--- src/imss_pkg.sv ---
// Constants and types shared by the microframe schedule and status block.
// Assumes a single 200 MHz clock and an AXI4-Lite register bus.
package imss_pkg;
	localparam int IMSS_ADDR_W = 8;
	localparam int IMSS_NUM_UF = 8;
	localparam int IMSS_UF_W = 3;
	localparam int IMSS_CNT_W = 12;
	localparam int IMSS_OUT_W = 3;
	localparam int IMSS_FRM_W = 5;
	localparam int IMSS_INT_W = 4;
	////////////////////////////////////////////////////////////////////////////////
	localparam logic [7:0] OFS_CTRL = 8'h00;
	localparam logic [7:0] OFS_FRAME = 8'h04;
	localparam logic [7:0] OFS_SCHED = 8'h08;
	localparam logic [7:0] OFS_CNT01 = 8'h0c;
	localparam logic [7:0] OFS_CNT23 = 8'h10;
	localparam logic [7:0] OFS_CNT45 = 8'h14;
	localparam logic [7:0] OFS_CNT67 = 8'h18;
	localparam logic [7:0] OFS_INT_STAT = 8'h1c;
	localparam logic [7:0] OFS_INT_MASK = 8'h20;
	////////////////////////////////////////////////////////////////////////////////
	localparam int CTRL_ACTIVE_BIT = 0;
	localparam int CTRL_TOKEN_IN_BIT = 1;
	localparam int CTRL_HALT_BIT = 2;
	localparam int FRAME_NUM_LSB = 3;
	localparam int FRAME_NUM_MSB = 7;
	localparam int SCHED_OUT_LSB = 8;
	localparam int OUT_ERR_BIT = 0;
	localparam int OUT_BABBLE_BIT = 1;
	localparam int OUT_UNDERRUN_BIT = 2;
	localparam int CNT_HI_LSB = 16;
	localparam int INT_DONE_BIT = 0;
	localparam int INT_ERR_BIT = 1;
	localparam int INT_HALT_BIT = 2;
	localparam int INT_FRAME_BIT = 3;
	////////////////////////////////////////////////////////////////////////////////
	localparam logic [7:0] RST_MASK = 8'h00;
	localparam logic [7:0] RST_FRAME = 8'h00;
	localparam logic [IMSS_INT_W-1:0] RST_INT_MASK = 4'h0;
	localparam logic [IMSS_OUT_W-1:0] RST_OUTCOME = 3'h0;
	localparam logic [IMSS_CNT_W-1:0] RST_COUNT = 12'h000;
	localparam logic [1:0] RESP_OKAY = 2'h0;
	localparam logic [1:0] RESP_DECERR = 2'h3;

	typedef enum logic [0:0] {
		IMSS_SEQ_IDLE = 1'b0,
		IMSS_SEQ_WAIT = 1'b1
	} imss_seq_e;
endpackage

--- src/imss_sched_if.sv ---
// Carrier between the register side and the microframe sequencer.
// Assumes both ends run on ref_clk.
`timescale 1ns/1ps
interface imss_sched_if;
	import imss_pkg::*;
	logic active;
	logic token_in;
	logic frame_match;
	logic [7:0] mask;
	logic [IMSS_OUT_W-1:0] rec_outcome;
	logic [IMSS_CNT_W-1:0] rec_count;
	logic [IMSS_UF_W-1:0] rec_idx;
	logic rec_valid;
	logic rec_halt;

	modport regs (output active, token_in, frame_match, mask,
		input rec_outcome, rec_count, rec_idx, rec_valid, rec_halt);
	modport seq (input active, token_in, frame_match, mask,
		output rec_outcome, rec_count, rec_idx, rec_valid, rec_halt);
endinterface

--- src/imss_top.sv ---
// Isochronous microframe schedule and status block with AXI4-Lite registers.
// Assumes link strobes come from logic on ref_clk; one transfer per start.
`timescale 1ns/1ps
module imss_top
	import imss_pkg::*;
(
	input wire logic ref_clk,
	input wire logic reset,
	input wire logic [IMSS_ADDR_W-1:0] s_axi_awaddr,
	input wire logic s_axi_awvalid,
	output logic s_axi_awready,
	input wire logic [31:0] s_axi_wdata,
	input wire logic [3:0] s_axi_wstrb,
	input wire logic s_axi_wvalid,
	output logic s_axi_wready,
	output logic [1:0] s_axi_bresp,
	output logic s_axi_bvalid,
	input wire logic s_axi_bready,
	input wire logic [IMSS_ADDR_W-1:0] s_axi_araddr,
	input wire logic s_axi_arvalid,
	output logic s_axi_arready,
	output logic [31:0] s_axi_rdata,
	output logic [1:0] s_axi_rresp,
	output logic s_axi_rvalid,
	input wire logic s_axi_rready,
	input wire logic usb_sof,
	input wire logic [IMSS_UF_W-1:0] usb_uframe,
	input wire logic [IMSS_FRM_W-1:0] usb_frame_num,
	input wire logic xfer_done,
	input wire logic xfer_err,
	input wire logic xfer_babble,
	input wire logic xfer_underrun,
	input wire logic xfer_stall,
	input wire logic [IMSS_CNT_W-1:0] xfer_byte_count,
	output logic xfer_start,
	output logic [IMSS_UF_W-1:0] xfer_uframe,
	output logic xfer_is_in,
	output logic irq
);
	imss_sched_if sif ();

	////////////////////////////////////////////////////////////////////////////////
	// Bus handshake state
	logic aw_hold_reg, aw_hold_next;
	logic w_hold_reg, w_hold_next;
	logic [IMSS_ADDR_W-1:0] waddr_reg, waddr_next;
	logic [31:0] wdata_reg, wdata_next;
	logic [3:0] wstrb_reg, wstrb_next;
	logic awready_reg, awready_next;
	logic wready_reg, wready_next;
	logic bvalid_reg, bvalid_next;
	logic [1:0] bresp_reg, bresp_next;
	logic arready_reg, arready_next;
	logic rvalid_reg, rvalid_next;
	logic [1:0] rresp_reg, rresp_next;
	logic [31:0] rdata_reg, rdata_next;
	logic wr_en;
	logic [31:0] wmask;
	logic [31:0] wbits;

	////////////////////////////////////////////////////////////////////////////////
	// Register state
	logic active_reg, active_next;
	logic token_in_reg, token_in_next;
	logic halt_reg, halt_next;
	logic [7:0] frame_reg, frame_next;
	logic [7:0] mask_reg;
	logic [IMSS_INT_W-1:0] int_stat_reg, int_stat_next;
	logic [IMSS_INT_W-1:0] int_mask_reg, int_mask_next;
	logic irq_reg, irq_next;
	logic [IMSS_OUT_W-1:0] outcome_reg [IMSS_NUM_UF];
	logic [IMSS_CNT_W-1:0] count_reg [IMSS_NUM_UF];
	logic [IMSS_INT_W-1:0] int_event;
	logic [7:0] mask_sw_set;
	logic [7:0] mask_hw_clr;
	logic [23:0] outcome_flat;

	////////////////////////////////////////////////////////////////////////////////
	// AXI4-Lite slave
	always_comb begin
		aw_hold_next = aw_hold_reg;
		w_hold_next = w_hold_reg;
		waddr_next = waddr_reg;
		wdata_next = wdata_reg;
		wstrb_next = wstrb_reg;
		bvalid_next = bvalid_reg;
		bresp_next = bresp_reg;
		rvalid_next = rvalid_reg;
		rresp_next = rresp_reg;
		rdata_next = rdata_reg;
		wr_en = 1'b0;
		if (s_axi_awvalid && awready_reg) begin
			aw_hold_next = 1'b1;
			waddr_next = s_axi_awaddr;
		end
		if (s_axi_wvalid && wready_reg) begin
			w_hold_next = 1'b1;
			wdata_next = s_axi_wdata;
			wstrb_next = s_axi_wstrb;
		end
		if (bvalid_reg && s_axi_bready) begin
			bvalid_next = 1'b0;
		end
		// Write commits only once both halves are in and the old response is gone
		if (aw_hold_reg && w_hold_reg && !bvalid_reg) begin
			wr_en = 1'b1;
			aw_hold_next = 1'b0;
			w_hold_next = 1'b0;
			bvalid_next = 1'b1;
			bresp_next = addr_ok(waddr_reg) ? RESP_OKAY : RESP_DECERR;
		end
		if (rvalid_reg && s_axi_rready) begin
			rvalid_next = 1'b0;
		end
		if (s_axi_arvalid && arready_reg) begin
			rvalid_next = 1'b1;
			rresp_next = addr_ok(s_axi_araddr) ? RESP_OKAY : RESP_DECERR;
			rdata_next = read_word(s_axi_araddr);
		end
		awready_next = !aw_hold_next && !bvalid_next;
		wready_next = !w_hold_next && !bvalid_next;
		arready_next = !rvalid_next;
	end

	always_ff @(posedge ref_clk) begin
		if (reset) begin
			aw_hold_reg <= 1'b0;
			w_hold_reg <= 1'b0;
			waddr_reg <= 8'h00;
			wdata_reg <= 32'h0000_0000;
			wstrb_reg <= 4'h0;
			awready_reg <= 1'b0;
			wready_reg <= 1'b0;
			bvalid_reg <= 1'b0;
			bresp_reg <= RESP_OKAY;
			arready_reg <= 1'b0;
			rvalid_reg <= 1'b0;
			rresp_reg <= RESP_OKAY;
			rdata_reg <= 32'h0000_0000;
		end else begin
			aw_hold_reg <= aw_hold_next;
			w_hold_reg <= w_hold_next;
			waddr_reg <= waddr_next;
			wdata_reg <= wdata_next;
			wstrb_reg <= wstrb_next;
			awready_reg <= awready_next;
			wready_reg <= wready_next;
			bvalid_reg <= bvalid_next;
			bresp_reg <= bresp_next;
			arready_reg <= arready_next;
			rvalid_reg <= rvalid_next;
			rresp_reg <= rresp_next;
			rdata_reg <= rdata_next;
		end
	end

	function automatic logic addr_ok(input logic [IMSS_ADDR_W-1:0] a);
		addr_ok = (a == OFS_CTRL) || (a == OFS_FRAME) || (a == OFS_SCHED) ||
			(a == OFS_CNT01) || (a == OFS_CNT23) || (a == OFS_CNT45) ||
			(a == OFS_CNT67) || (a == OFS_INT_STAT) || (a == OFS_INT_MASK);
	endfunction

	function automatic logic [31:0] cnt_pair(input int lo);
		logic [31:0] v;
		v = 32'h0000_0000;
		v[IMSS_CNT_W-1:0] = count_reg[lo];
		v[CNT_HI_LSB +: IMSS_CNT_W] = count_reg[lo+1];
		cnt_pair = v;
	endfunction

	function automatic logic [31:0] read_word(input logic [IMSS_ADDR_W-1:0] a);
		logic [31:0] v;
		v = 32'h0000_0000;
		if (a == OFS_CTRL) begin
			v[CTRL_ACTIVE_BIT] = active_reg;
			v[CTRL_TOKEN_IN_BIT] = token_in_reg;
			v[CTRL_HALT_BIT] = halt_reg;
		end else if (a == OFS_FRAME) begin
			v[7:0] = frame_reg;
		end else if (a == OFS_SCHED) begin
			v[7:0] = mask_reg;
			v[31:SCHED_OUT_LSB] = outcome_flat;
		end else if (a == OFS_CNT01) begin
			v = cnt_pair(0);
		end else if (a == OFS_CNT23) begin
			v = cnt_pair(2);
		end else if (a == OFS_CNT45) begin
			v = cnt_pair(4);
		end else if (a == OFS_CNT67) begin
			v = cnt_pair(6);
		end else if (a == OFS_INT_STAT) begin
			v[IMSS_INT_W-1:0] = int_stat_reg;
		end else if (a == OFS_INT_MASK) begin
			v[IMSS_INT_W-1:0] = int_mask_reg;
		end
		read_word = v;
	endfunction

	assign wmask = {{8{wstrb_reg[3]}}, {8{wstrb_reg[2]}}, {8{wstrb_reg[1]}}, {8{wstrb_reg[0]}}};
	assign wbits = wdata_reg & wmask;

	////////////////////////////////////////////////////////////////////////////////
	// Control, frame, schedule mask and interrupts
	assign mask_sw_set = (wr_en && waddr_reg == OFS_SCHED) ? wbits[7:0] : 8'h00;

	always_comb begin
		active_next = active_reg;
		token_in_next = token_in_reg;
		halt_next = halt_reg;
		frame_next = frame_reg;
		int_mask_next = int_mask_reg;
		int_stat_next = int_stat_reg;
		if (wr_en && waddr_reg == OFS_CTRL) begin
			if (wmask[CTRL_ACTIVE_BIT]) begin
				active_next = wbits[CTRL_ACTIVE_BIT];
				// Re-arming a halted descriptor also drops its halt
				if (wbits[CTRL_ACTIVE_BIT]) begin
					halt_next = 1'b0;
				end
			end
			if (wmask[CTRL_TOKEN_IN_BIT]) begin
				token_in_next = wbits[CTRL_TOKEN_IN_BIT];
			end
		end
		if (wr_en && waddr_reg == OFS_FRAME) begin
			frame_next = (frame_reg & ~wmask[7:0]) | wbits[7:0];
		end
		if (wr_en && waddr_reg == OFS_INT_MASK) begin
			int_mask_next = (int_mask_reg & ~wmask[IMSS_INT_W-1:0]) | wbits[IMSS_INT_W-1:0];
		end
		if (sif.rec_valid && sif.rec_halt) begin
			halt_next = 1'b1;
			active_next = 1'b0;
		end
		if (wr_en && waddr_reg == OFS_INT_STAT) begin
			int_stat_next = int_stat_reg & ~wbits[IMSS_INT_W-1:0];
		end
		// An event in the clearing cycle survives the clear
		int_stat_next = int_stat_next | int_event;
		irq_next = |(int_stat_next & int_mask_next);
	end

	always_comb begin
		int_event = 4'h0;
		int_event[INT_DONE_BIT] = sif.rec_valid;
		int_event[INT_ERR_BIT] = sif.rec_valid && (sif.rec_outcome != RST_OUTCOME);
		int_event[INT_HALT_BIT] = sif.rec_valid && sif.rec_halt;
		int_event[INT_FRAME_BIT] = sif.rec_valid && ((mask_reg & ~mask_hw_clr) == 8'h00);
	end

	always_ff @(posedge ref_clk) begin
		if (reset) begin
			active_reg <= 1'b0;
			token_in_reg <= 1'b0;
			halt_reg <= 1'b0;
			frame_reg <= RST_FRAME;
			int_mask_reg <= RST_INT_MASK;
			int_stat_reg <= 4'h0;
			irq_reg <= 1'b0;
		end else begin
			active_reg <= active_next;
			token_in_reg <= token_in_next;
			halt_reg <= halt_next;
			frame_reg <= frame_next;
			int_mask_reg <= int_mask_next;
			int_stat_reg <= int_stat_next;
			irq_reg <= irq_next;
		end
	end

	////////////////////////////////////////////////////////////////////////////////
	// Per-microframe mask bit, outcome and IN byte count
	genvar g;
	generate
		for (g = 0; g < IMSS_NUM_UF; g++) begin : g_uf
			logic hit;
			logic mask_bit_next;
			logic [IMSS_OUT_W-1:0] out_next;
			logic [IMSS_CNT_W-1:0] cnt_next;
			assign hit = sif.rec_valid && (sif.rec_idx == IMSS_UF_W'(g));
			assign mask_hw_clr[g] = hit;
			assign outcome_flat[g*IMSS_OUT_W +: IMSS_OUT_W] = outcome_reg[g];
			always_comb begin
				mask_bit_next = mask_reg[g];
				out_next = outcome_reg[g];
				cnt_next = count_reg[g];
				if (hit) begin
					mask_bit_next = 1'b0;
					out_next = sif.rec_outcome;
					if (token_in_reg) begin
						cnt_next = sif.rec_count;
					end
				end
				// A fresh request from software wins over the hardware clear
				if (mask_sw_set[g]) begin
					mask_bit_next = 1'b1;
				end
			end
			always_ff @(posedge ref_clk) begin
				if (reset) begin
					mask_reg[g] <= RST_MASK[g];
					outcome_reg[g] <= RST_OUTCOME;
					count_reg[g] <= RST_COUNT;
				end else begin
					mask_reg[g] <= mask_bit_next;
					outcome_reg[g] <= out_next;
					count_reg[g] <= cnt_next;
				end
			end
		end
	endgenerate

	////////////////////////////////////////////////////////////////////////////////
	// Sequencer hookup
	assign sif.active = active_reg;
	assign sif.token_in = token_in_reg;
	assign sif.mask = mask_reg;
	// Low three bits of the frame field take no part in the match
	assign sif.frame_match = (frame_reg[FRAME_NUM_MSB:FRAME_NUM_LSB] == usb_frame_num);

	imss_uframe_seq u_seq (
		.ref_clk(ref_clk),
		.reset(reset),
		.sif(sif.seq),
		.usb_sof(usb_sof),
		.usb_uframe(usb_uframe),
		.xfer_done(xfer_done),
		.xfer_err(xfer_err),
		.xfer_babble(xfer_babble),
		.xfer_underrun(xfer_underrun),
		.xfer_stall(xfer_stall),
		.xfer_byte_count(xfer_byte_count),
		.xfer_start(xfer_start),
		.xfer_uframe(xfer_uframe),
		.xfer_is_in(xfer_is_in)
	);

	assign s_axi_awready = awready_reg;
	assign s_axi_wready = wready_reg;
	assign s_axi_bvalid = bvalid_reg;
	assign s_axi_bresp = bresp_reg;
	assign s_axi_arready = arready_reg;
	assign s_axi_rvalid = rvalid_reg;
	assign s_axi_rresp = rresp_reg;
	assign s_axi_rdata = rdata_reg;
	assign irq = irq_reg;
endmodule

--- src/imss_uframe_seq.sv ---
// Microframe sequencer: starts one transfer per marked microframe and reports it.
// Assumes link strobes are on ref_clk and done follows each start exactly once.
`timescale 1ns/1ps
module imss_uframe_seq
	import imss_pkg::*;
(
	input wire logic ref_clk,
	input wire logic reset,
	imss_sched_if.seq sif,
	input wire logic usb_sof,
	input wire logic [IMSS_UF_W-1:0] usb_uframe,
	input wire logic xfer_done,
	input wire logic xfer_err,
	input wire logic xfer_babble,
	input wire logic xfer_underrun,
	input wire logic xfer_stall,
	input wire logic [IMSS_CNT_W-1:0] xfer_byte_count,
	output logic xfer_start,
	output logic [IMSS_UF_W-1:0] xfer_uframe,
	output logic xfer_is_in
);
	imss_seq_e state_reg, state_next;
	logic start_reg, start_next;
	logic is_in_reg, is_in_next;
	logic [IMSS_UF_W-1:0] idx_reg, idx_next;
	logic rec_valid_reg, rec_valid_next;
	logic rec_halt_reg, rec_halt_next;
	logic [IMSS_OUT_W-1:0] outcome_reg, outcome_next;
	logic [IMSS_CNT_W-1:0] count_reg, count_next;

	////////////////////////////////////////////////////////////////////////////////
	always_comb begin
		state_next = state_reg;
		start_next = 1'b0;
		is_in_next = is_in_reg;
		idx_next = idx_reg;
		rec_valid_next = 1'b0;
		rec_halt_next = 1'b0;
		outcome_next = outcome_reg;
		count_next = count_reg;
		case (state_reg)
			IMSS_SEQ_IDLE: begin
				// A start of microframe seen while busy is dropped, not queued
				// A stall just reported blocks starts until the cleared active flag lands
				if (usb_sof && sif.active && sif.frame_match && sif.mask[usb_uframe] &&
					!rec_halt_reg) begin
					start_next = 1'b1;
					idx_next = usb_uframe;
					is_in_next = sif.token_in;
					state_next = IMSS_SEQ_WAIT;
				end
			end
			IMSS_SEQ_WAIT: begin
				if (xfer_done) begin
					rec_valid_next = 1'b1;
					rec_halt_next = xfer_stall;
					outcome_next[OUT_ERR_BIT] = xfer_err;
					outcome_next[OUT_BABBLE_BIT] = xfer_babble & is_in_reg;
					outcome_next[OUT_UNDERRUN_BIT] = xfer_underrun & ~is_in_reg;
					count_next = xfer_byte_count;
					state_next = IMSS_SEQ_IDLE;
				end
			end
			default: state_next = IMSS_SEQ_IDLE;
		endcase
	end

	always_ff @(posedge ref_clk) begin
		if (reset) begin
			state_reg <= IMSS_SEQ_IDLE;
			start_reg <= 1'b0;
			is_in_reg <= 1'b0;
			idx_reg <= 3'h0;
			rec_valid_reg <= 1'b0;
			rec_halt_reg <= 1'b0;
			outcome_reg <= RST_OUTCOME;
			count_reg <= RST_COUNT;
		end else begin
			state_reg <= state_next;
			start_reg <= start_next;
			is_in_reg <= is_in_next;
			idx_reg <= idx_next;
			rec_valid_reg <= rec_valid_next;
			rec_halt_reg <= rec_halt_next;
			outcome_reg <= outcome_next;
			count_reg <= count_next;
		end
	end

	assign xfer_start = start_reg;
	assign xfer_uframe = idx_reg;
	assign xfer_is_in = is_in_reg;
	assign sif.rec_valid = rec_valid_reg;
	assign sif.rec_halt = rec_halt_reg;
	assign sif.rec_idx = idx_reg;
	assign sif.rec_outcome = outcome_reg;
	assign sif.rec_count = count_reg;
endmodule

--- config.mk ---
export PLATFORM = sky130hd
export DESIGN_NAME = imss_top
export DESIGN_NICKNAME = d
export VERILOG_FILES = /design/src/imss_pkg.sv /design/src/imss_sched_if.sv /design/src/imss_top.sv /design/src/imss_uframe_seq.sv
export SDC_FILE = /design/constraint.sdc
export NUM_CORES = 1
export LEC_CHECK = 0
export CORE_UTILIZATION = 50
export DETAILED_ROUTE_END_ITERATION = 10
export DONT_BUFFER_PORTS = 1
export GPL_TIMING_DRIVEN = 0
export PLACE_DENSITY = 0.76
export RECOVER_POWER = 25
export SLEW_MARGIN = 0
export SYNTH_ARGS = -nofsm -noshare
export SYNTH_HDL_FRONTEND = slang
export SYNTH_SLANG_ARGS = --single-unit
--- constraint.sdc ---
create_clock -name ref_clk -period 1.8 [get_ports ref_clk]
set_input_delay 0.18 -clock ref_clk [delete_from_list [all_inputs] [get_ports ref_clk]]
set_output_delay 0.18 -clock ref_clk [all_outputs]
set_load 0.01 [all_outputs]
* Word level (Yosys, flattened, before mapping)
Memories as Yosys holds them, arrays and structs flattened.
Index checks and enable logic that the tools add are counted.
** Storage, ports and cells
- Register bits after elaboration :: 111
- Bits in latches :: 0
- Bits in writable memories :: 120
- Memory bits (read-only) :: 0
- Output and inout port bits :: 47
- Logic and storage cells :: 268
- Memories :: 2
** Cells by class
- Add/sub/neg operators :: 0
- $mul :: 0
- Div/mod/pow operators :: 0
- $lt $le $gt $ge :: 1
- Eq/ne operators :: 24
- Shift operators :: 0
- Multiplexer cells :: 95
- Bitwise logic cells :: 34
- Reductions and logical operators :: 76
** Memories
- count_reg :: words 8, bits a word 12, rd ports 8, clocked after memory_dff 0, wr ports 8, RTL line imss_top.sv:72 : logic [IMSS_CNT_W-1:0] count_reg [IMSS_NUM_UF];
- outcome_reg :: words 8, bits a word 3, rd ports 8, clocked after memory_dff 0, wr ports 8, RTL line imss_top.sv:71 : logic [IMSS_OUT_W-1:0] outcome_reg [IMSS_NUM_UF];
** Operators by type and width (number)
- $mux 12 :: 24
- $mux 28 :: 3
- $eq 8x5->1 const B :: 8
- $mux 3 :: 17
- $mux 24 :: 2
- $mux 1 :: 36
- $eq 8x4->1 const B :: 4
- $mux 32 :: 1
- $logic_and 1x1->1 :: 29
- $mux 29 :: 1
- $and 8x8->8 :: 3
- $logic_not 8->1 :: 3
- $reduce_bool 2->1 :: 11
- $mux 4 :: 5
- $eq 8x3->1 const B :: 2
- $eq 8x6->1 const B :: 2
- $logic_or 1x1->1 :: 16
- $mux 8 :: 2
- $not 8->8 :: 2
- $or 1x1->1 :: 16
- $and 4x4->4 :: 3
- $eq 3x3->1 const B :: 4
- $not 4->4 :: 2
- $or 4x4->4 :: 2
- 18 further kinds :: 32

* Depth between registers and ports, before layout
Gate-level depths: netlist of run 1.
- Depth in word-level cells :: 10
- Mapped depth :: 8

* Modules after synthesis
Synthesis of run 1 repeated with hierarchy kept, for this count alone.
** Unflattened totals
- Cell total of the unflattened synthesis :: 1190
- Area total of the unflattened synthesis :: 9944.5 sq um
** By module, submodules not included
- imss_top :: instances 1, cells an instance 1074, area an instance 8924.8 sq um, seq. area each 4124.0 sq um
- imss_uframe_seq :: instances 1, cells an instance 116, area an instance 1019.7 sq um, seq. area each 460.4 sq um

* Worst setup path before layout of run 1
No wires, ideal clock.
- Path kind :: input to register
- Start point :: input port s_axi_araddr[7]
- End point :: register rdata_reg[10], in the netlist s_axi_rdata[10]
- Arrival :: 1885 ps
- Data required time :: 1683 ps
- Setup slack :: -202 ps
- Stages on the path :: 7
- Path through :: or4_1 -> buf_2 -> or4b_4 -> buf_6 -> o221ai_1 -> o21ai_1 -> a22o_1
** Between the ends
- Longest elaborated chain between the ends :: 8
** RTL lines
- start, declared :: RTL line imss_top.sv:19 : input wire logic [IMSS_ADDR_W-1:0] s_axi_araddr,
- $eq 8x5->1 :: RTL line imss_top.sv:189 : end else if (a == OFS_CNT67) begin
- $mux 24 :: RTL line imss_top.sv:189
- $mux 28 :: RTL line imss_top.sv:187 : end else if (a == OFS_CNT45) begin
- $mux 28 :: RTL line imss_top.sv:185 : end else if (a == OFS_CNT23) begin
- $mux 28 :: RTL line imss_top.sv:183 : end else if (a == OFS_CNT01) begin
- $mux 32 :: RTL line imss_top.sv:180 : end else if (a == OFS_SCHED) begin
- $mux 24 :: RTL line imss_top.sv:178 : end else if (a == OFS_FRAME) begin
- $mux 29 * :: RTL line imss_top.sv:174 : if (a == OFS_CTRL) begin
- end signal, assigned :: RTL line imss_top.sv:153 : rdata_reg <= rdata_next;
- end, declared :: RTL line imss_top.sv:56 : logic [31:0] rdata_reg, rdata_next;
Mark *: on every way between the ends. The rest lies on a longest branch, timed or not.
A chain may end at the register's enable or synchronous reset.

* Worst setup path after layout of run 1
- Start point :: register u_seq.idx_reg[0], in the netlist u_seq.sif.rec_idx[0]
- End point :: register irq_reg, in the netlist irq
** Between the ends
- Longest elaborated chain between the ends :: 9
** RTL lines
- start, declared :: RTL line imss_uframe_seq.sv:25 : logic [IMSS_UF_W-1:0] idx_reg, idx_next;
- start signal, assigned :: RTL line imss_uframe_seq.sv:82 : idx_reg <= idx_next;
- $eq 3x1->1, or another cell as far along :: RTL line imss_top.sv:280 : assign hit = sif.rec_valid && (sif.rec_idx == IMSS_UF_W'(g));
- $logic_and 1x1->1 :: RTL line imss_top.sv:280
- $not 8->8 * :: RTL line imss_top.sv:248 : int_event[INT_FRAME_BIT] = sif.rec_valid && ((mask_reg & ~mask_hw_clr) == 8'h00);
- $and 8x8->8 * :: RTL line imss_top.sv:248
- $logic_not 8->1 * :: RTL line imss_top.sv:248
- $logic_and 1x1->1 * :: RTL line imss_top.sv:248
- $or 4x4->4 * :: RTL line imss_top.sv:239 : int_stat_next = int_stat_next | int_event;
- $and 4x4->4 * :: RTL line imss_top.sv:240 : irq_next = |(int_stat_next & int_mask_next);
- $reduce_or 4->1 * :: RTL line imss_top.sv:240
- end signal, assigned :: RTL line imss_top.sv:267 : irq_reg <= irq_next;
- end, declared :: RTL line imss_top.sv:70 : logic irq_reg, irq_next;
Marked as above.

==> summary.txt, run 1 <==
Power
  – Power Density: 931 nW/µm²
  – Clock share of power: 48.4%
  – Int Pwr: 8.47 mW
  – Net switching power figure: 2.47 mW
  – Sw Ratio: 22.6%
  – Total chip power: 10.9 mW
  – Logic pwr share: 4.6%
  – VDD IR max: 0.000831 V
  – Leakage: 4.41 nW
  – Seq pwr share: 47.0%

Synthesis
  – Post-synth ARST share: 0%
  – Post-synth net total: 1220
  – Dominant synthesized flop cell: dfxtp_1
  – Dominant cells by area after synthesis: dfxtp_1 47%, mux2i_1 11%, nand2_1 7.9%, a21oi_1 7.3%, nor2_1 4.3%
  – Syn Std Cell Area: 9670 µm²
  – Post-Synthesis Cells: 1135
  – Post-synthesis sequential area ratio: 47.4%
  – Post-synth top area cell: dfxtp_1
  – Top-count cell post-synth: dfxtp_1
  – Top post-synthesis cells by count: 229 x dfxtp_1, 204 x nand2_1, 142 x a21oi_1
  – Synth warnings: 0
  – Number of flops mapped to enable cells by yosys: 0
  – Avg Cell Area, Syn: 8.52 µm²
  – Netlist cell types: 55
  – Area fraction of the dominant cell type after synthesis: 47.4%
  – Flops & latches, synth: 229

Global route
  – Initial antenna violation count: 0
  – Vias in the first global route: 8458
  – First-pass GRT wire length: 47000 µm
  – Largest net degree at the start of global routing: 14
  – Total GRT Usage: 31.1%
  – GRT overflow: 0

Drt
  – Initial detailed-routing violation count: 934
  – WL/cell: 21.1 µm
  – DR WL met3: 2920 µm
  – M1 WL: 12200 µm
  – Router iterations before antenna repair: 6
  – Vias/cell: 5.98
  – DR WL met2: 14500 µm
  – Uppermost layer routed: met4
  – WL final: 31500 µm
  – Routed Antenna Nets: 0
  – # DRC: 0
  – Routed via count: 8936

Cells and area
  – Final std cells w/o fill: 1495
  – Layout area overhead: 21.6%
  – Fillers: 1592
  – Largest register FFs: 96
  – Fraction of final layout cells sized beyond drive strength 1: 12.3%
  – Nets@finish: 1301

Clock tree
  – Number of clock buffers inserted by TritonCTS: 25
  – CTS Root Cell: clkbuf_16
  – TritonCTS clock tree: built
  – CTS clk-pin slew, worst paths: 0.06 ns
  – H-Tree Level Count: 1
  – Clock buffer depth: 3
  – Clock latency on the worst-skew pair: 0.54 ns
  – CTS Sinks: 229

STA
  – Measured slew at the worst slew-check pin: 0.850 ns
  – Crit share post-route: 102%
  – Sum of negative setup slack: -0.0727 ns
  – Post-route minimum period: 1.83 ns
  – Skew final: 0.0250 ns
  – Slack of the critical path: -0.0331 ns
  – Slew Limit Fails: 0
  – Rel. slew slack: 43.3%
  – Fmax: 546 MHz
  – Fin. Hold Viols: 0
  – Unrepaired setup endpoints after global routing: true
  – Setup violations, final: 3

Floorplan
  – Die span in y: 141 µm
  – Die area: 19900 µm²
  – Io pins: 132
  – Placeable Area: 18800 µm²
  – Die width: 141 µm
  – Site Rows: 50
  – Starting density of the core: 51.3%

Place
  – Routability cong.: 0.950
  – Cells after DPL: 1395
  – Detail Placement HPWL: 21800 µm
  – IO Port Bufs: 0
  – Place WS: -0.798 ns

Status
  – Violated checks: negative setup slack
  – Outcome: finished, violations left

Worst setup path
  – Crit Path Class: flip-flop to flip-flop
  – Critical Path End Type: flip-flop
  – Critical Path AT: 2.31 ns
  – CP Launch Type: flip-flop
  – Crit-path max FO: 8
  – WP data required: 2.28 ns

Job
  – Max Cap Viol: 0

Worst hold path
  – Min-Delay Path Class: primary input to flip-flop
[path summary, 6_finish.rpt]
path                                      from                             to  slack (ns)  cells after the start
max          u_seq.sif.rec_idx[0]$_SDFFE_PP0P_                 irq$_SDFF_PP0_       -0.03                      7
min                              s_axi_awvalid      waddr_reg[0]$_SDFFE_PP0P_        0.01                      3
max reg2reg  u_seq.sif.rec_idx[0]$_SDFFE_PP0P_                 irq$_SDFF_PP0_       -0.03                      7
min reg2reg      count_reg[0][29]$_SDFFE_PP0P_  count_reg[0][29]$_SDFFE_PP0P_        0.45                      2
[worst max-delay path: stages, from the launching register on]
cell and delay (ns):
dfxtp_4 0.40, clkbuf_16 0.16, nand4b_1 0.25, buf_4 0.25
a21oi_2 0.12, o221ai_2 0.14, o31ai_4 0.28, a211o_1 0.17
[power by group through the flow]
| stage | clock network, mW | registers [mW] | logic [mW] |
|---|---|---|---|
| after floorplan | 0 | 5.25 | 0.267 |
| after global placement | 0 | 5.26 | 0.387 |
| after detailed placement | 0 | 5.26 | 0.392 |
| after CTS | 5.30 | 5.14 | 0.480 |
| after global routing | 5.52 | 5.15 | 0.527 |
| final | 5.30 | 5.15 | 0.499 |
[layer usage]
layer  track usage (%)  vias to the layer above
met1              37.5                     4259
li1                  -                     4066
met5                 0                        -
met3              7.74                      127
met2              50.8                      484
met4              17.2                        0
[cell usage in the layout (no fill, tap or decap), types with 20 or more instances in the layout]
cell type	netlist	layout
dfxtp_1	229	222
nand2_1	204	203
a21oi_1	142	137
nor2_1	112	111
mux2i_1	102	101
clkbuf_1	70	56
dlygate4sd3_1	0	41
clkbuf_16	0	26
nor2b_1	27	26
inv_1	21	20
nand3_1	23	20
[stage by stage]
step	hold WS [ns]	cell area, µm²	utilization (%)
floorplan	0.302	9720	-
global placement	0.305	10000	53.3
detailed placement	0.305	10000	53.3
CTS	0.0146	11600	61.5
global route	0.0537	11800	62.4
finish	0.0111	11800	62.4
[final cells by class]
class                   count  area (µm²)  area share (%)
multi-input cells         794        4890            41.6
flip-flops and latches    229        4600            39.1
clock buffers              37         761            6.47
repair buffers             57         534            4.54
plain buffers              88         458            3.90
well taps                 260         325            2.77
clock inverters             8        97.6           0.830
inverters                  21        82.6           0.702
diodes                      1        2.50          0.0213
[what timing repair did]
item / in CTS / in global routing
hold buffers: 41 / 0
setup endpoints to repair: 148 / 114
setup buffers: 11 / 5
hold endpoints to repair: 47 / 0
pin swaps: 8 / 12
resized for setup: 51 / 49
[cell families (layout without fill, tap and decap cells)]
group,Yosys count,count (layout),synth area share (%)
xor+xnor,5,5,0.453
simple gates,437,437,20.2
compound gates,244,244,15.6
other cells,0,1,0
mux,108,108,11.7
flops,229,229,47.4
buf+inv,112,211,4.61
No activity file was read; power rests on OpenSTA's default activity.
==> inputs of run 2 (changes only) <==
--- a/config.mk
+++ b/config.mk
@@ -10,8 +10,9 @@
 export DONT_BUFFER_PORTS = 1
 export GPL_TIMING_DRIVEN = 0
 export PLACE_DENSITY = 0.76
-export RECOVER_POWER = 25
+export RECOVER_POWER = 50
 export SLEW_MARGIN = 0
 export SYNTH_ARGS = -nofsm -noshare
 export SYNTH_HDL_FRONTEND = slang
+export SYNTH_HIERARCHICAL = 1
 export SYNTH_SLANG_ARGS = --single-unit
==> summary.txt, run 2 <==
Power
  – Logic pwr share: 4.5% (about the same)
  – Net switching power figure: 2.38 mW (-3.8%)
  – Sw Ratio: 21.5% (-1.1 points)
  – Total chip power: 11.1 mW (+1.2%)
  – Seq pwr share: 46.6% (-0.4 points)
  – Power Density: 918 nW/µm² (-1.3%)
  – VDD IR max: 0.000606 V (-27%)
  – Clock share of power: 49.0% (+0.6 points)
  – Int Pwr: 8.69 mW (+2.6%)
  – Leakage: 4.27 nW (-3.2%)

Clock tree
  – H-Tree Level Count: 1 (unchanged)
  – Clock buffer depth: 3 (unchanged)
  – TritonCTS clock tree: built
  – Clock latency on the worst-skew pair: 0.51 ns (-0.03 ns)
  – CTS Root Cell: clkbuf_16
  – Number of clock buffers inserted by TritonCTS: 23 (-8.0%)
  – CTS Sinks: 229 (unchanged)
  – CTS clk-pin slew, worst paths: 0.06 ns (about the same)

Global route
  – Initial antenna violation count: 0 (unchanged)
  – GRT overflow: 0 (unchanged)
  – Vias in the first global route: 9071 (+7.2%)
  – First-pass GRT wire length: 48800 µm (+3.9%)
  – Total GRT Usage: 31.1% (about the same)
  – Largest net degree at the start of global routing: 15 (+1)

Synthesis
  – Dominant cells by area after synthesis: dfxtp_1 46%, nand2_1 9.2%, a21oi_1 8.2%, mux2i_1 5.7%, a22oi_1 4.7%
  – Post-Synthesis Cells: 1190 (+4.8%)
  – Netlist cell types: 78 (+42%)
  – Syn Std Cell Area: 9940 µm² (+2.8%)
  – Post-synth ARST share: 0% (unchanged)
  – Post-synthesis sequential area ratio: 46.1% (-1.3 points)
  – Top-count cell post-synth: nand2_1
  – Area fraction of the dominant cell type after synthesis: 46.1% (-1.3 points)
  – Dominant synthesized flop cell: dfxtp_1
  – Number of flops mapped to enable cells by yosys: 0 (unchanged)
  – Top post-synthesis cells by count: 244 x nand2_1, 229 x dfxtp_1, 162 x a21oi_1
  – Flops & latches, synth: 229 (unchanged)
  – Post-synth top area cell: dfxtp_1
  – Post-synth net total: 1275 (+4.5%)
  – Avg Cell Area, Syn: 8.36 µm² (-1.9%)
  – Synth warnings: 6 (+6)

Floorplan
  – Placeable Area: 19500 µm² (+3.4%)
  – Io pins: 132 (unchanged)
  – Starting density of the core: 51.1% (-0.25 points)
  – Site Rows: 51 (+2.0%)
  – Die span in y: 143 µm (+1.4%)
  – Die width: 143 µm (+1.4%)
  – Die area: 20500 µm² (+2.8%)

STA
  – Slack of the critical path: -0.244 ns (-0.211 ns)
  – Rel. slew slack: 41.2% (-2.2 points)
  – Measured slew at the worst slew-check pin: 0.874 ns (+0.0242 ns)
  – Hold_ws: 0.0157 ns (+0.00459 ns)
  – Skew final: 0.0184 ns (-0.00663 ns)
  – Crit share post-route: 114% (+12 points)
  – Unrepaired setup endpoints after global routing: true
  – Setup violations, final: 66 (+63)
  – Fin. Hold Viols: 0 (unchanged)
  – Post-route minimum period: 2.04 ns (+0.211 ns)
  – Fmax: 489 MHz (-10%)
  – Slew Limit Fails: 0 (unchanged)
  – Sum of negative setup slack: -6.71 ns (-6.64 ns)

Drt
  – Router iterations before antenna repair: 7 (+1)
  – WL final: 32400 µm (+2.8%)
  – WL/cell: 20.7 µm (-1.8%)
  – Routed Antenna Nets: 0 (unchanged)
  – Initial detailed-routing violation count: 932 (-0.21%)
  – Vias/cell: 6.02 (+0.79%)
  – Routed via count: 9422 (+5.4%)
  – # DRC: 0 (unchanged)

Worst setup path
  – Crit Path Class: flip-flop to flip-flop
  – CP Launch Type: flip-flop
  – Critical Path AT: 2.40 ns (+0.09 ns)
  – Crit-path max FO: 4 (-4)
  – WP data required: 2.15 ns (-0.13 ns)
  – Critical Path End Type: flip-flop

Place
  – Detail Placement HPWL: 22000 µm (+1.3%)
  – Place WS: -0.594 ns (+0.204 ns)
  – IO Port Bufs: 0 (unchanged)
  – Placed Area: 10300 µm² (+2.7%)
  – Routability cong.: 0.990 (+4.2%)
  – Cells after DPL: 1455 (+4.3%)

Status
  – Outcome: finished, violations left
  – Violated checks: negative setup slack

Cells and area
  – Fraction of final layout cells sized beyond drive strength 1: 13.8% (+1.5 points)
  – Commonest non-fill, non-tap cell in the layout: nand2_1
  – Final core occ: 61.9% (-0.51 points)
  – Layout area overhead: 21.2%
  – Commonest cells after routing, fill and taps aside: 240 x nand2_1, 222 x dfxtp_1, 161 x a21oi_1
  – Final std cells w/o fill: 1564 (+4.6%)
  – Largest register FFs: 96 (unchanged)
  – ANT cells: 0 (-1)
  – Nets@finish: 1367 (+5.1%)
  – Finished Cell Area: 12100 µm² (+2.5%)
  – Fillers: 1623 (+1.9%)

Worst hold path
  – Min-Delay Path Class: primary input to flip-flop

Job
  – Max Cap Viol: 0 (unchanged)
## run 2: cell types whose count changed after synthesis, sizes merged, moves of 12 or more
cell    before  now
inv         21    6
buf         21   35
nor2b       27    9
a21oi      142  173
nand3       23   44
nand2      204  245
mux2i      102   57
a22o        13    1
a22oi       17   62
o221ai      17    1
## run 2: critical path: stages, from the launching register on
cell	delay, ns
dfxtp_4	0.36
nor4_4	0.33
nand3_2	0.14
or4_4	0.49
mux2_4	0.33
o2bb2a_4	0.20
a21oi_2	0.05
## run 2: final timing paths
check                              endpoint                            from  cells past startpoint  slack, ns
max                          irq$_SDFF_PP0_       waddr_reg[7]$_SDFFE_PP0P_                      6      -0.24
max reg2reg                  irq$_SDFF_PP0_       waddr_reg[7]$_SDFFE_PP0P_                      6      -0.24
min reg2reg  outcome_reg[1][6]$_SDFFE_PP0P_  outcome_reg[1][6]$_SDFFE_PP0P_                      2       0.45
min                   w_hold_reg$_SDFF_PP0_                    s_axi_wvalid                      3       0.02
## run 2: power groups by stage
stage	Combinational (mW)	Sequential, mW	Clock [mW]
after CTS	0.478	5.15	5.43
after detailed placement	0.396	5.26	0
after global placement	0.392	5.26	0
after global routing	0.527	5.16	5.65
after floorplan	0.284	5.25	0
final	0.496	5.15	5.42
## run 2: final cells by class
cell class                      instances  area, µm²  share of cell area, %
Tap cell                              265        332                   2.75
Clock buffer                           31        656                   5.44
Clock inverter                         11        211                   1.75
Sequential cell                       229       4600                   38.2
Inverter                                6       26.3                  0.218
Multi-Input combinational cell        851       5030                   41.7
Timing Repair Buffer                   68        631                   5.23
Buffer                                103        571                   4.73
## run 2: per-layer routing
layer  track usage (%)  vias to the layer above  routed length, µm
met5                 0                        -                  0
met4              17.8                        0               1870
met3              5.67                      106               2960
met2              51.3                      514              14700
met1              38.1                     4451              12800
li1                  -                     4351                  -
## run 2: cells by family after synthesis
logic type	after synthesis	synth area share (%)
xor+xnor	5	0.440
compound gates	313	19.9
buf+inv	110	5.10
flops	229	46.1
mux	63	6.72
simple gates	470	21.8
## run 2: timing repair
action                                  CTS  global route
setup buffers                            21            10
gates resized for setup                  70            31
gates cloned                              1             0
endpoints found under the setup margin  144           101
pin swaps                                11            11
hold buffers                             39             0
endpoints found under the hold margin    43             0
==> inputs of run 3 (changes only) <==
--- a/config.mk
+++ b/config.mk
@@ -5,11 +5,11 @@
 export SDC_FILE = /design/constraint.sdc
 export NUM_CORES = 1
 export LEC_CHECK = 0
-export CORE_UTILIZATION = 50
+export CORE_UTILIZATION = 30
 export DETAILED_ROUTE_END_ITERATION = 10
 export DONT_BUFFER_PORTS = 1
 export GPL_TIMING_DRIVEN = 0
-export PLACE_DENSITY = 0.76
+export PLACE_DENSITY = 0.53
 export RECOVER_POWER = 50
 export SLEW_MARGIN = 0
 export SYNTH_ARGS = -nofsm -noshare
==> summary.txt, run 3 (same netlist as run 2, synthesis figures left out) <==
Cells and area
  – Finished Cell Area: 12200 µm² (+1.5%)
  – ANT cells: 0 (unchanged)
  – Layout area overhead: 23.0%
  – Fraction of final layout cells sized beyond drive strength 1: 13.4% (-0.34 points)
  – Commonest cells after routing, fill and taps aside: 241 x nand2_1, 223 x dfxtp_1, 161 x a21oi_1
  – Commonest non-fill, non-tap cell in the layout: nand2_1
  – Fillers: 3331 (+110%)
  – Final core occ: 37.6% (-24 points)
  – Final std cells w/o fill: 1744 (+12%)
  – Largest register FFs: 96 (unchanged)
  – Nets@finish: 1369 (+0.15%)

Worst setup path
  – Critical Path End Type: flip-flop
  – WP data required: 2.19 ns (+0.04 ns)
  – Critical Path AT: 2.40 ns (about the same)
  – Sum of buffers and inverters on the critical path: 1 (+1)
  – CP peak stage delay: 0.49 ns (about the same)
  – Crit-path max FO: 4 (unchanged)
  – Crit-path cells: and3b_1, buf_6, nand3_2, or4_4, mux2_4, o2bb2a_4, a21oi_2
  – CP Launch Type: flip-flop
  – CP top delay family: simple AND/OR/NAND/NOR gates
  – Crit-path slowest cell: or4_4
  – Crit Path Class: flip-flop to flip-flop

Place
  – Placed Area: 10500 µm² (+2.3%)
  – Place WS: -0.779 ns (-0.185 ns)
  – Routability cong.: 0.900 (-9.1%)
  – Detail Placement HPWL: 25300 µm (+15%)
  – Cells after DPL: 1633 (+12%)
  – IO Port Bufs: 0 (unchanged)

Global route
  – Vias in the first global route: 8618 (-5.0%)
  – First-pass GRT wire length: 52800 µm (+8.3%)
  – Total GRT Usage: 20.5% (-11 points)
  – GRT overflow: 0 (unchanged)
  – Largest net degree at the start of global routing: 13 (-2)
  – Initial antenna violation count: 0 (unchanged)

STA
  – Skew final: 0.0233 ns (+0.00496 ns)
  – Measured slew at the worst slew-check pin: 0.951 ns (+0.0768 ns)
  – Fin. Hold Viols: 0 (unchanged)
  – Unrepaired setup endpoints after global routing: true
  – Slew Limit Fails: 0 (unchanged)
  – Setup violations, final: 39 (-41%)
  – Post-route minimum period: 2.01 ns (-0.0327 ns)
  – Crit share post-route: 112% (-1.8 points)
  – Fmax: 497 MHz (+1.6%)
  – Sum of negative setup slack: -2.85 ns (+3.86 ns)
  – Slack of the critical path: -0.211 ns (+0.0327 ns)
  – Hold_ws: 0.00560 ns (-0.0101 ns)
  – Rel. slew slack: 36.0% (-5.2 points)

Status
  – Violated checks: negative setup slack
  – Outcome: finished, violations left

Clock tree
  – Clock latency on the worst-skew pair: 0.54 ns (+0.03 ns)
  – Number of clock buffers inserted by TritonCTS: 26 (+13%)
  – CTS Root Cell: clkbuf_16
  – Clock buffer depth: 3 (unchanged)
  – CTS Sinks: 229 (unchanged)
  – CTS clk-pin slew, worst paths: 0.06 ns (about the same)
  – H-Tree Level Count: 1 (unchanged)
  – TritonCTS clock tree: built

Drt
  – Routed via count: 9109 (-3.3%)
  – Routed Antenna Nets: 0 (unchanged)
  – Router iterations before antenna repair: 5 (-2)
  – WL final: 35200 µm (+8.6%)
  – WL/cell: 20.2 µm (-2.6%)
  – Initial detailed-routing violation count: 729 (-22%)
  – Vias/cell: 5.22 (-13%)
  – # DRC: 0 (unchanged)

Power
  – VDD IR max: 0.000478 V (-21%)
  – Total chip power: 10.8 mW (-2.4%)
  – Leakage: 4.25 nW (-0.38%)
  – Power Density: 883 nW/µm² (-3.8%)

Worst hold path
  – Min-Delay Path Class: primary input to flip-flop

Floorplan
  – Site Rows: 66 (+29%)
  – Die span in y: 184 µm (+29%)
  – Placeable Area: 32500 µm² (+67%)
  – Die width: 184 µm (+29%)
  – Io pins: 132 (unchanged)
  – Die area: 33900 µm² (+66%)
  – Starting density of the core: 30.6% (-21 points)

Job
  – Max Cap Viol: 0 (unchanged)
## run 3: cell count changes in the layout (fill, tap and decap cells not counted), moves of 3 or more
cell / before / now
clkbuf_16: 23 / 27
clkbuf_8: 6 / 9
dlygate4sd3_1: 39 / 45
buf_4: 28 / 25
bufinv_16: 6 / 0
clkbuf_2: 10 / 14
## run 3: power breakdown
part	switching [mW]	internal [mW]
registers	0.0520	5.11
clock network	2.08	3.06
logic	0.332	0.178
## run 3: what timing repair did
action / CTS / global route
setup buffers: 13 / 8
hold endpoints to repair: 44 / 0
gates resized for setup: 69 / 40
hold buffers: 45 / 0
pin swaps: 13 / 11
setup endpoints to repair: 146 / 84
cloned: 1 / 0
## run 3: area by class of cell
class / count / area [µm²] / share of cell area, %
Clock buffer: 43 / 816 / 6.67
Sequential cell: 229 / 4590 / 37.5
Buffer: 103 / 574 / 4.69
Tap cell: 442 / 553 / 4.52
Clock inverter: 3 / 18.8 / 0.153
Timing Repair Buffer: 67 / 634 / 5.19
Multi-Input combinational cell: 851 / 5020 / 41.0
Inverter: 6 / 25.0 / 0.205
## run 3: worst paths after layout
kind	start	endpoint	slack, ns	cells after the start
worst max-delay path	s_axi_bvalid$_SDFF_PP0_	irq$_SDFF_PP0_	-0.21	7
worst min-delay path	s_axi_araddr[5]	s_axi_rresp[0]$_SDFFE_PP0P_	0.006	4
worst max register to register	s_axi_bvalid$_SDFF_PP0_	irq$_SDFF_PP0_	-0.21	7
worst min register to register	u_seq/sif.rec_count[5]$_SDFFE_PP0N_	u_seq/sif.rec_count[5]$_SDFFE_PP0N_	0.45	2
## run 3: per-layer routing
metal | global-route usage, % | wire length (µm) | up-vias
met5 | 0 | 0 | -
met4 | 8.13 | 1340 | 0
met3 | 3.70 | 2360 | 62
met2 | 33.7 | 16200 | 311
met1 | 26.3 | 15300 | 4377
li1 | - | - | 4359
## run 3: worst reg2reg max path, stage by stage (launching register included)
cell,delay [ns]
dfxtp_1,0.36
and3b_1,0.25
buf_6,0.10
nand3_2,0.08
or4_4,0.49
mux2_4,0.33
o2bb2a_4,0.19
a21oi_2,0.05
